`src/include/srs_pkg.sv`:
```
package srs_pkg;

	// Register byte offsets
	localparam logic [7:0] ADDR_STB      = 8'h00;
	localparam logic [7:0] ADDR_SRE      = 8'h04;
	localparam logic [7:0] ADDR_STD_EVT  = 8'h08;
	localparam logic [7:0] ADDR_STD_EN   = 8'h0C;
	localparam logic [7:0] ADDR_OP_COND  = 8'h10;
	localparam logic [7:0] ADDR_OP_EVT   = 8'h14;
	localparam logic [7:0] ADDR_OP_EN    = 8'h18;
	localparam logic [7:0] ADDR_CTRL     = 8'h1C;
	localparam logic [7:0] ADDR_IRQ_STAT = 8'h20;
	localparam logic [7:0] ADDR_IRQ_MASK = 8'h24;

	// Standard event bit positions
	localparam int BIT_PON = 7;
	localparam int BIT_CME = 5;
	localparam int BIT_EXE = 4;
	localparam int BIT_QYE = 2;
	localparam int BIT_OPC = 0;

	// Status byte bit positions
	localparam int STB_OP  = 7;
	localparam int STB_RQS = 6;
	localparam int STB_ESB = 5;

	// Control register bits
	localparam int CTRL_CLEAR_ALL = 0;

	// Interrupt status bit positions
	localparam int IRQ_RQS_RISE = 0;
	localparam int IRQ_STD_EVT  = 1;
	localparam int IRQ_OP_EVT   = 2;

	// Reset values and response codes
	localparam logic [7:0] RST_BYTE = 8'h00;
	localparam logic [1:0] RESP_OKAY   = 2'h0;
	localparam logic [1:0] RESP_SLVERR = 2'h2;

	typedef enum logic [2:0] {
		SRS_IDLE  = 3'b001,
		SRS_WRESP = 3'b010,
		SRS_RRESP = 3'b100
	} srs_phase_t;

	// AXI4-Lite request side
	typedef struct packed {
		logic [7:0]  awaddr;
		logic        awvalid;
		logic [31:0] wdata;
		logic [3:0]  wstrb;
		logic        wvalid;
		logic        bready;
		logic [7:0]  araddr;
		logic        arvalid;
		logic        rready;
	} srs_axi_req_t;

	// AXI4-Lite response side
	typedef struct packed {
		logic        awready;
		logic        wready;
		logic [1:0]  bresp;
		logic        bvalid;
		logic        arready;
		logic [31:0] rdata;
		logic [1:0]  rresp;
		logic        rvalid;
	} srs_axi_rsp_t;

	// All state of the block except the poll byte
	typedef struct packed {
		logic [7:0]  std_evt_q;
		logic [7:0]  std_en_q;
		logic [7:0]  op_evt_q;
		logic [7:0]  op_en_q;
		logic [7:0]  sre_q;
		logic [7:0]  op_cond_s1_q;
		logic [7:0]  op_cond_q;
		logic [7:0]  op_cond_prev_q;
		logic [2:0]  irq_stat_q;
		logic [2:0]  irq_mask_q;
		logic        rqs_prev_q;
		logic        aw_got_q;
		logic [7:0]  awaddr_q;
		logic        w_got_q;
		logic [31:0] wdata_q;
		logic [3:0]  wstrb_q;
		logic [1:0]  bresp_q;
		logic [31:0] rdata_q;
		logic [1:0]  rresp_q;
		srs_phase_t  wphase_q;
		srs_phase_t  rphase_q;
	} srs_state_t;

	localparam srs_state_t RST_STATE = '{
		std_evt_q: RST_BYTE, std_en_q: RST_BYTE, op_evt_q: RST_BYTE, op_en_q: RST_BYTE,
		sre_q: RST_BYTE, op_cond_s1_q: RST_BYTE, op_cond_q: RST_BYTE, op_cond_prev_q: RST_BYTE,
		irq_stat_q: 3'h0, irq_mask_q: 3'h0, rqs_prev_q: 1'b0,
		aw_got_q: 1'b0, awaddr_q: 8'h00, w_got_q: 1'b0, wdata_q: 32'h00000000, wstrb_q: 4'h0,
		bresp_q: RESP_OKAY, rdata_q: 32'h00000000, rresp_q: RESP_OKAY,
		wphase_q: SRS_IDLE, rphase_q: SRS_IDLE
	};

endpackage

```
`src/srs_status_system.sv`:
```
// Chosen here: the register offsets and the AXI4-Lite register port.
`timescale 1ns/1ns
// Function
// - Condition bits are the live instrument state, read-only, never latched.
// - An event sets its event bit; repeats are ignored while set.
// - Event bits stay set until query clear or clear-all; host cannot write them.
// - Set summary bit is OR of event bits ANDed with enable bits.
// - Every enable register is host writable and readable.
// - Status byte is read-only and non-latching, following the summaries.
// - Master summary bit set when any summary bit meets its service enable bit.
// - Service request line follows the master summary bit.
// - Service request enable mask is host writable and readable.
// - Status byte read reports any enabled summary via master summary bit.
// - Register reads return the 8-bit binary weighted value, bit 7 weight 128.
// - Only enable registers accept writes; written value loads as bit pattern. The control word also takes writes, bit 0 clearing every event register.
// - Standard event set has no condition register; operation set has one.
// - Reading standard events clears them; clear-all clears every event register.
// - Writing zero clears an enable register; all enables clear at reset.
// - Standard events: power-on 7, command 5, execution 4, query 2, complete 0.
// - Serial poll returns the status byte between poll enable and disable.
module srs_status_system (
	input  wire logic                  ref_clk,
	input  wire logic                  rst,
	input  wire logic                  clk_en,
	input  wire srs_pkg::srs_axi_req_t axi_req,
	output srs_pkg::srs_axi_rsp_t      axi_rsp,
	input  wire logic                  ev_power_on,
	input  wire logic                  ev_cmd_err,
	input  wire logic                  ev_exec_err,
	input  wire logic                  ev_query_err,
	input  wire logic                  ev_op_complete,
	input  wire logic [7:0]            op_cond_in,
	input  wire logic                  poll_active,
	output logic [7:0]                 poll_byte,
	output logic                       srq_out,
	output logic                       irq
);
	import srs_pkg::*;

	// Register map, one 32-bit word per register, data in bits 7:0
	//   Status byte: read-only, rebuilt every cycle from the summaries
	//   Bit 5 is the standard summary, bit 7 the operation summary
	//   Bit 6 is the master summary, the OR of summaries under the service mask
	//   Service request mask: read and write, bit 6 always reads zero
	//   Standard events: read-only, a read returns the bits and clears them
	//   Standard enable: read and write, selects events for the standard summary
	//   Operation condition: read-only, the synchronised live condition inputs
	//   Operation events: read-only, a read returns the bits and clears them
	//   Operation enable: read and write, selects events for the operation summary
	//   Control: write bit 0 high to clear every event register, reads zero
	//   Interrupt status: sticky sources, cleared by a read of this word
	//   Interrupt mask: read and write, bits 2:0 gate the interrupt line
	//   Any other word: refused with a slave error and no side effect
	//
	// Register bus timing
	//   Address and data may arrive in either order, each held once taken
	//   Once both are held, the write is performed on the next edge
	//   The write answer stands from then until the master accepts it
	//   A read is taken whenever no read answer is pending
	//   Read data are captured on the taking edge and shown one cycle later
	//   The read answer stands until the master accepts it
	//   Only byte lane 0 carries register data; other lanes are ignored
	//   Writes to read-only words are answered OKAY and change nothing
	//   One write and one read may be under way at the same time
	//
	// Event capture
	//   Standard event inputs are sampled on every enabled edge
	//   A held input keeps setting its bit, which is harmless
	//   Operation events come from a rising edge of a synchronised condition
	//   The edge is taken between the second stage and its last value,
	//   so the first synchroniser stage feeds nothing but the second
	//   Event bits stay set until a clearing read or the clear control
	//   A new event in the cycle of its clear wins, so nothing is lost
	//
	// Summaries and the service request line
	//   Each summary is the OR of its events ANDed with their enables
	//   The status byte holds no state of its own and cannot go stale
	//   The service request line is the master summary bit itself
	//   A cleared event drops its summary and the line in the same cycle
	//
	// Interrupts
	//   Bit 0 records a rise of the master summary
	//   Bit 1 records a newly set standard event bit
	//   Bit 2 records a newly set operation event bit
	//   A source arriving during the clearing read stays recorded
	//   The interrupt line is high while a masked-in status bit is set
	//
	// Serial poll
	//   The poll byte follows the status byte one cycle behind
	//   While a poll is active it is frozen, so the controller sees one value
	//
	// Clock enable and reset
	//   With the clock enable low no state moves, bus answers included
	//   Reset clears every register, enables and masks included
	//   Power-on is an input event; reset does not raise it by itself
	//
	// Limitations
	//   Condition inputs narrower than one cycle may be missed
	//   Handshake outputs are decoded from state and may change every cycle

	srs_state_t s_q;
	srs_state_t s_d;

	logic [7:0] std_set;
	logic [7:0] op_set;
	logic [7:0] status_byte;
	logic       esb_sum;
	logic       op_sum;
	logic       rqs;
	logic       wr_fire;
	logic       rd_fire;
	logic [2:0] irq_ev;

	// Apply byte-lane 0 of a write to an 8-bit register
	function automatic logic [7:0] lane0(input logic [7:0] old, input logic [31:0] data, input logic [3:0] strb);
		lane0 = strb[0] ? data[7:0] : old;
	endfunction

	// Word-aligned register address, low two bits ignored
	function automatic logic [7:0] word_addr(input logic [7:0] addr);
		word_addr = {addr[7:2], 2'b00};
	endfunction

	// Latch new events, then drop bits being cleared unless re-hit this cycle
	function automatic logic [7:0] evt_next(input logic [7:0] cur, input logic [7:0] hit, input logic clr);
		evt_next = (clr ? 8'h00 : cur) | hit;
	endfunction

	// Standard event inputs placed at fixed bit positions
	always_comb begin
		std_set = 8'h00;
		std_set[BIT_PON] = ev_power_on;
		std_set[BIT_CME] = ev_cmd_err;
		std_set[BIT_EXE] = ev_exec_err;
		std_set[BIT_QYE] = ev_query_err;
		std_set[BIT_OPC] = ev_op_complete;
	end

	// Operation events: rising edge of a synchronised condition bit
	// Compared with its own last value, never with the first stage
	assign op_set = s_q.op_cond_q & ~s_q.op_cond_prev_q;

	// Summaries and the non-latching status byte
	assign esb_sum = |(s_q.std_evt_q & s_q.std_en_q);
	assign op_sum  = |(s_q.op_evt_q & s_q.op_en_q);
	always_comb begin
		status_byte = 8'h00;
		status_byte[STB_ESB] = esb_sum;
		status_byte[STB_OP]  = op_sum;
		status_byte[STB_RQS] = |(status_byte & s_q.sre_q);
	end
	assign rqs     = status_byte[STB_RQS];
	assign srq_out = rqs;
	assign irq     = |(s_q.irq_stat_q & s_q.irq_mask_q);

	// Bus handshakes
	assign wr_fire = (s_q.wphase_q == SRS_IDLE) && s_q.aw_got_q && s_q.w_got_q;
	assign rd_fire = (s_q.rphase_q == SRS_IDLE) && axi_req.arvalid;
	always_comb begin
		axi_rsp         = '0;
		axi_rsp.awready = (s_q.wphase_q == SRS_IDLE) && !s_q.aw_got_q;
		axi_rsp.wready  = (s_q.wphase_q == SRS_IDLE) && !s_q.w_got_q;
		axi_rsp.bvalid  = (s_q.wphase_q == SRS_WRESP);
		axi_rsp.bresp   = s_q.bresp_q;
		axi_rsp.arready = (s_q.rphase_q == SRS_IDLE);
		axi_rsp.rvalid  = (s_q.rphase_q == SRS_RRESP);
		axi_rsp.rdata   = s_q.rdata_q;
		axi_rsp.rresp   = s_q.rresp_q;
	end

	// Serial poll byte held from flip-flops while polling
	always_ff @(posedge ref_clk or posedge rst) begin
		if (rst) begin
			poll_byte <= 8'h00;
		end else if (clk_en && !poll_active) begin
			poll_byte <= status_byte;
		end
	end

	// Next-state logic
	always_comb begin
		logic       clr_std;
		logic       clr_op;
		logic       clr_irq;
		logic       clr_all;
		logic [7:0] op_rise;
		clr_std = 1'b0;
		clr_op  = 1'b0;
		clr_irq = 1'b0;
		clr_all = 1'b0;
		op_rise = op_set;
		s_d = s_q;

		// Condition bits: two-stage synchroniser, no latching
		s_d.op_cond_s1_q = op_cond_in;
		s_d.op_cond_q    = s_q.op_cond_s1_q;
		// Last synchronised value, for edge detection
		s_d.op_cond_prev_q = s_q.op_cond_q;

		// Capture write address and data in either order
		if (axi_rsp.awready && axi_req.awvalid) begin
			s_d.aw_got_q = 1'b1;
			s_d.awaddr_q = axi_req.awaddr;
		end
		if (axi_rsp.wready && axi_req.wvalid) begin
			s_d.w_got_q = 1'b1;
			s_d.wdata_q = axi_req.wdata;
			s_d.wstrb_q = axi_req.wstrb;
		end

		// Register writes: only enable registers and controls accept data
		if (wr_fire) begin
			s_d.aw_got_q = 1'b0;
			s_d.w_got_q  = 1'b0;
			s_d.wphase_q = SRS_WRESP;
			s_d.bresp_q  = RESP_OKAY;
			case (word_addr(s_q.awaddr_q))
				ADDR_SRE: begin
					s_d.sre_q = lane0(s_q.sre_q, s_q.wdata_q, s_q.wstrb_q) & ~(8'h01 << STB_RQS);
				end
				ADDR_STD_EN: begin
					s_d.std_en_q = lane0(s_q.std_en_q, s_q.wdata_q, s_q.wstrb_q);
				end
				ADDR_OP_EN: begin
					s_d.op_en_q = lane0(s_q.op_en_q, s_q.wdata_q, s_q.wstrb_q);
				end
				ADDR_CTRL: begin
					clr_all = s_q.wstrb_q[0] && s_q.wdata_q[CTRL_CLEAR_ALL];
				end
				ADDR_IRQ_MASK: begin
					if (s_q.wstrb_q[0]) begin
						s_d.irq_mask_q = s_q.wdata_q[2:0];
					end
				end
				ADDR_STB, ADDR_STD_EVT, ADDR_OP_COND, ADDR_OP_EVT, ADDR_IRQ_STAT: begin
					s_d.bresp_q = RESP_OKAY; // read-only, write ignored
				end
				default: begin
					s_d.bresp_q = RESP_SLVERR;
				end
			endcase
		end else if (s_q.wphase_q == SRS_WRESP && axi_req.bready) begin
			s_d.wphase_q = SRS_IDLE;
		end

		// Register reads, with clear-on-read side effects
		if (rd_fire) begin
			s_d.rphase_q = SRS_RRESP;
			s_d.rresp_q  = RESP_OKAY;
			s_d.rdata_q  = 32'h00000000;
			case (word_addr(axi_req.araddr))
				ADDR_STB: begin
					s_d.rdata_q[7:0] = status_byte;
				end
				ADDR_SRE: begin
					s_d.rdata_q[7:0] = s_q.sre_q;
				end
				ADDR_STD_EVT: begin
					s_d.rdata_q[7:0] = s_q.std_evt_q;
					clr_std = 1'b1;
				end
				ADDR_STD_EN: begin
					s_d.rdata_q[7:0] = s_q.std_en_q;
				end
				ADDR_OP_COND: begin
					s_d.rdata_q[7:0] = s_q.op_cond_q;
				end
				ADDR_OP_EVT: begin
					s_d.rdata_q[7:0] = s_q.op_evt_q;
					clr_op = 1'b1;
				end
				ADDR_OP_EN: begin
					s_d.rdata_q[7:0] = s_q.op_en_q;
				end
				ADDR_CTRL: begin
					s_d.rdata_q = 32'h00000000;
				end
				ADDR_IRQ_STAT: begin
					s_d.rdata_q[2:0] = s_q.irq_stat_q;
					clr_irq = 1'b1;
				end
				ADDR_IRQ_MASK: begin
					s_d.rdata_q[2:0] = s_q.irq_mask_q;
				end
				default: begin
					s_d.rresp_q = RESP_SLVERR;
				end
			endcase
		end else if (s_q.rphase_q == SRS_RRESP && axi_req.rready) begin
			s_d.rphase_q = SRS_IDLE;
		end

		// Event latching: set wins over clear
		s_d.std_evt_q = evt_next(s_q.std_evt_q, std_set, clr_std | clr_all);
		s_d.op_evt_q  = evt_next(s_q.op_evt_q, op_rise | op_set, clr_op | clr_all);

		// Interrupt sources: new events and a rising service request
		irq_ev = 3'h0;
		irq_ev[IRQ_RQS_RISE] = rqs && !s_q.rqs_prev_q;
		irq_ev[IRQ_STD_EVT]  = |(std_set & ~s_q.std_evt_q);
		irq_ev[IRQ_OP_EVT]   = |(op_rise & ~s_q.op_evt_q);
		s_d.irq_stat_q = (clr_irq ? 3'h0 : s_q.irq_stat_q) | irq_ev;
		s_d.rqs_prev_q = rqs;
	end

	// State register with clock enable
	always_ff @(posedge ref_clk or posedge rst) begin
		if (rst) begin
			s_q <= RST_STATE;
		end else if (clk_en) begin
			s_q <= s_d;
		end
	end

endmodule

```
`config.mk`:
```
export PLATFORM = sky130hd
export DESIGN_NAME = srs_status_system
export DESIGN_NICKNAME = d
export VERILOG_FILES = /design/src/include/srs_pkg.sv /design/src/srs_status_system.sv
export SDC_FILE = /design/constraint.sdc
export NUM_CORES = 1
export LEC_CHECK = 0
export ABC_AREA = 1
export BUFFER_PORTS_ARGS = -buffer_cell sky130_fd_sc_hd__buf_2
export CAP_MARGIN = 30
export CORE_MARGIN = 2
export CORE_UTILIZATION = 49
export DETAILED_ROUTE_END_ITERATION = 8
export PLACE_DENSITY = 0.77
export SYNTH_ARGS = -nofsm -noshare
export SYNTH_HDL_FRONTEND = slang
export SYNTH_SLANG_ARGS = --single-unit
```
`constraint.sdc`:
```
create_clock -name ref_clk -period 2.75 [get_ports ref_clk]
set_input_delay 0.1375 -clock ref_clk [delete_from_list [all_inputs] [get_ports ref_clk]]
set_output_delay 0.1375 -clock ref_clk [all_outputs]
set_load 0.05 [all_outputs]
```
==> results.md <==
- Outcome: finished clean
- Drt drc: 0
- Vias in the first global route: 4,014
- Clock root buffer: clkbuf_8
- Most area-consuming cells after synthesis: dfrtp_1, nand2_1, buf_4
- Final Cycle Share: 67.46%
- Slowest Stage Delay on Critical Path: between 0.4 and 0.5 ns
- Initial antenna violation count: 0
- Crit Path Class: reg -> out
- Slew Viols, Final: 0
- Main combinational cell family by area after synthesis: simple AND/OR/NAND/NOR gates
- Post-Synthesis Cells: between 600 and 700
- CP endpoint kind: primary output
- WP data arrival: roughly 1.7 ns
- Crit-path cells: nand2_1 -> nand2_1 -> nor2_1 -> nand2_1 -> nand2_1 -> nand2_1 -> buf_2
- Compound-gate portion of the synthesized area: 10.13%
- DP HPWL: between 8 and 9 mm
- Bufs on Longest Clock Path: 2
- R2r setup slk: around 0.95 ns
- I/O pin count: ~130
- IO Port Bufs: 62
- Core Area: 10,320 sq um
- CP dominant cell by count: nand2_1
- Share of cells above drive strength 1: ~18%
- Row cnt: 37
- Final Setup Violations: 0
- LEAKAGE: 0.003096 uW
- FF-to-FF End: s_q[153]
- Syn avg cell area: roughly 8.1 sq um
- Clock sinks: 101
- Synth area leader: dfrtp_1
- Sequential fraction of the synthesis area: roughly half
- GRT Resource Usage Total: a little over a fifth
- Diodes inserted: 0
- Final GP Congestion: 0.8747
- #FFs+latches synth: 101
- Post-route ant nets: 0
- CTS buffer count: 9
- Die area: 11,450 sq um
- Htree depth: 3
- Crit Path Max Fanout: 3
- Nets: 786
- TritonCTS clock tree: done
- Total stage count of the critical path: 7
- Mux share of post-synthesis cell area: less than 1%
- Die Ht: 107.0 microns
- Via density per instance: approximately 5
- Avg WL per Cell: between 10 and 15 microns
- Post-Synth XOR/XNOR Area: 0%
- Worst-Skew Late Latency: between 0.3 and 0.4 ns
- Via count: approximately 4,200
- Slowest library cell on the worst path: dfrtp_1
- Power per cell area: approximately 730 nW/um^2
- Fin Clk Skew: 0.01179 ns
- Synthesis Warnings: 0
- Area share of the largest cell type after synthesis: a little under half
- Worst hold path depth: 3
- WP data required: between 2 and 3 ns
- Worst Hold End: s_q[53]
- Simple-Gate Fraction of Synth Area: a little over a quarter
- Place WS: just under 1 ns
- Worst Hold Launch: axi_req[23]
- Synth cell types: 36
- First-pass GRT wire length: approximately 19 mm
- Final WL: 11.63 mm
- 1st-pass router iterations: 5
- Max Clock Freq: about 540 MHz
- Tmin final: ~1.9 ns
- Final Hold Fails: 0
- Setup WS post-layout: 0.8949 ns
- Worst setup SP type: register
- RSZ-0062 raised after global routing: false
- Worst hold path type: in -> reg
- Critical path buffers and inverters: 1
- Post-Synth Adder-Cell Area: 0%
- Worst Reg-to-Reg Cells: 8
- Crit-path leading delay family: simple AND/OR/NAND/NOR gates
- Least-Margin Pin Slew: roughly 0.71 ns
- Setup Total Neg Slack: 0 ns
- First-iteration detailed-routing DRC count: about 300
- Relative slew slack: a little over half
- Initial core utilization: 50.37%
- Commonest non-fill, non-tap cell in the layout: nand2_1
- Worst IR drop on VDD: between 0.4 and 0.5 mV
- MaxCap Viol Count: 0
- Die Wd: ~110 microns
- FF-to-FF Start: s_q[0]
- Pin count of the biggest net entering global routing: 49
- Most frequent cells in the layout: nand2_1, dfrtp_1, inv_1
- Post-synthesis cell area: around 5200 sq um
- Area grow syn2layout: 11.96%
- Overflow after GRT: 0
- CTS clk-pin slew, worst paths: 0.09 ns
==> sequential cells by signal, summed over array words and instances (netlist names) <==
register / flops
axi_rsp: 10
s_q: 72
poll_byte: 3
s_d: 16
==> per-layer routing <==
metal  global-route usage (%)  vias to the layer above  routed length (microns)
met1                    29.79                     1979                     5350
met5                        0                        -                        0
met2                    34.49                      146                     5472
li1                         -                     2101                        -
met4                    9.091                        0                      270
met3                    3.891                       18                      537
==> power by group <==
part	total [uW]	switching, uW	leakage, uW	internal (uW)
combinational	1280	932	0.00183	351
sequential	2050	251	0.00118	1800
clock	925	495	0.0000949	429
total	4260	1680	0.00310	2580
==> cell families (layout without fill, tap and decap cells) <==
logic type	Yosys count	count (layout)
AOI/OAI and AO/OA	97	97
other	1	31
DFF	101	101
muxes	3	3
buffers and inverters	135	180
and+or+nand+nor	305	305
==> per-stage QoR <==
stage                     area (sq um)  std cells  util [%]  hold slack (ns)  power (uW)
after global placement            5434        818     52.64           0.2767        3288
after floorplan                   5316        672         -           0.2499        3104
after global routing              5822        853     56.39          0.01224        4527
after CTS                         5822        853     56.39         0.002250        4288
after detailed placement          5434        818     52.64           0.2871        3344
final                             5822        853     56.39          0.02222        4260
==> worst register-to-register path, stage by stage (launching register included) <==
cell     delay (ns)
dfstp_2        0.55
inv_1          0.05
nor2_2         0.08
nand3_1        0.07
buf_4          0.19
inv_1          0.29
nand4_1        0.20
nand2_1        0.17
o21ai_1        0.08
==> final cells by class <==
class	count	area [sq um]
inverters	77	294.0
multi-input cells	436	2072
fillers	944	4502
clock inverters	2	15.01
repair buffers	87	558.0
flip-flops and latches	101	2530
well taps	136	170.2
clock buffers	14	182.7
==> synth_stat cells, drive strengths merged <==
library cell	count
a211oi	1
clkinv	2
o22ai	2
a31oi	3
nand3	31
nand4	17
nor2	60
dfrtp	99
nor3	5
inv	75
o211ai	1
clkbuf	4
and3	1
conb	1
dfstp	2
mux2	3
o21ai	76
nand2	191
a21oi	14
buf	54
==> worst max-delay path by stage <==
| stage | from | end | slack [ns] |
|---|---|---|---|
| final | s_q[128] | srq_out | 0.89 |
| after global routing | s_q[155] | srq_out | 0.74 |
| after CTS | s_q[130] | srq_out | 0.91 |
| after detailed placement | s_q[0] | s_q[153] | 0.97 |
| after global placement | s_q[0] | s_q[153] | 1.01 |
| after floorplan | s_q[3] | s_q[81] | 0.92 |
==> repair_timing <==
action                                  4_1_cts  5_1_grt
hold buffers                                 19        0
hold endpoints to repair                     48        0
endpoints found under the setup margin        0        0
setup buffers                                 0        0
gates resized for setup                       0        0
Note: power is estimated with default switching activity, not from simulation.
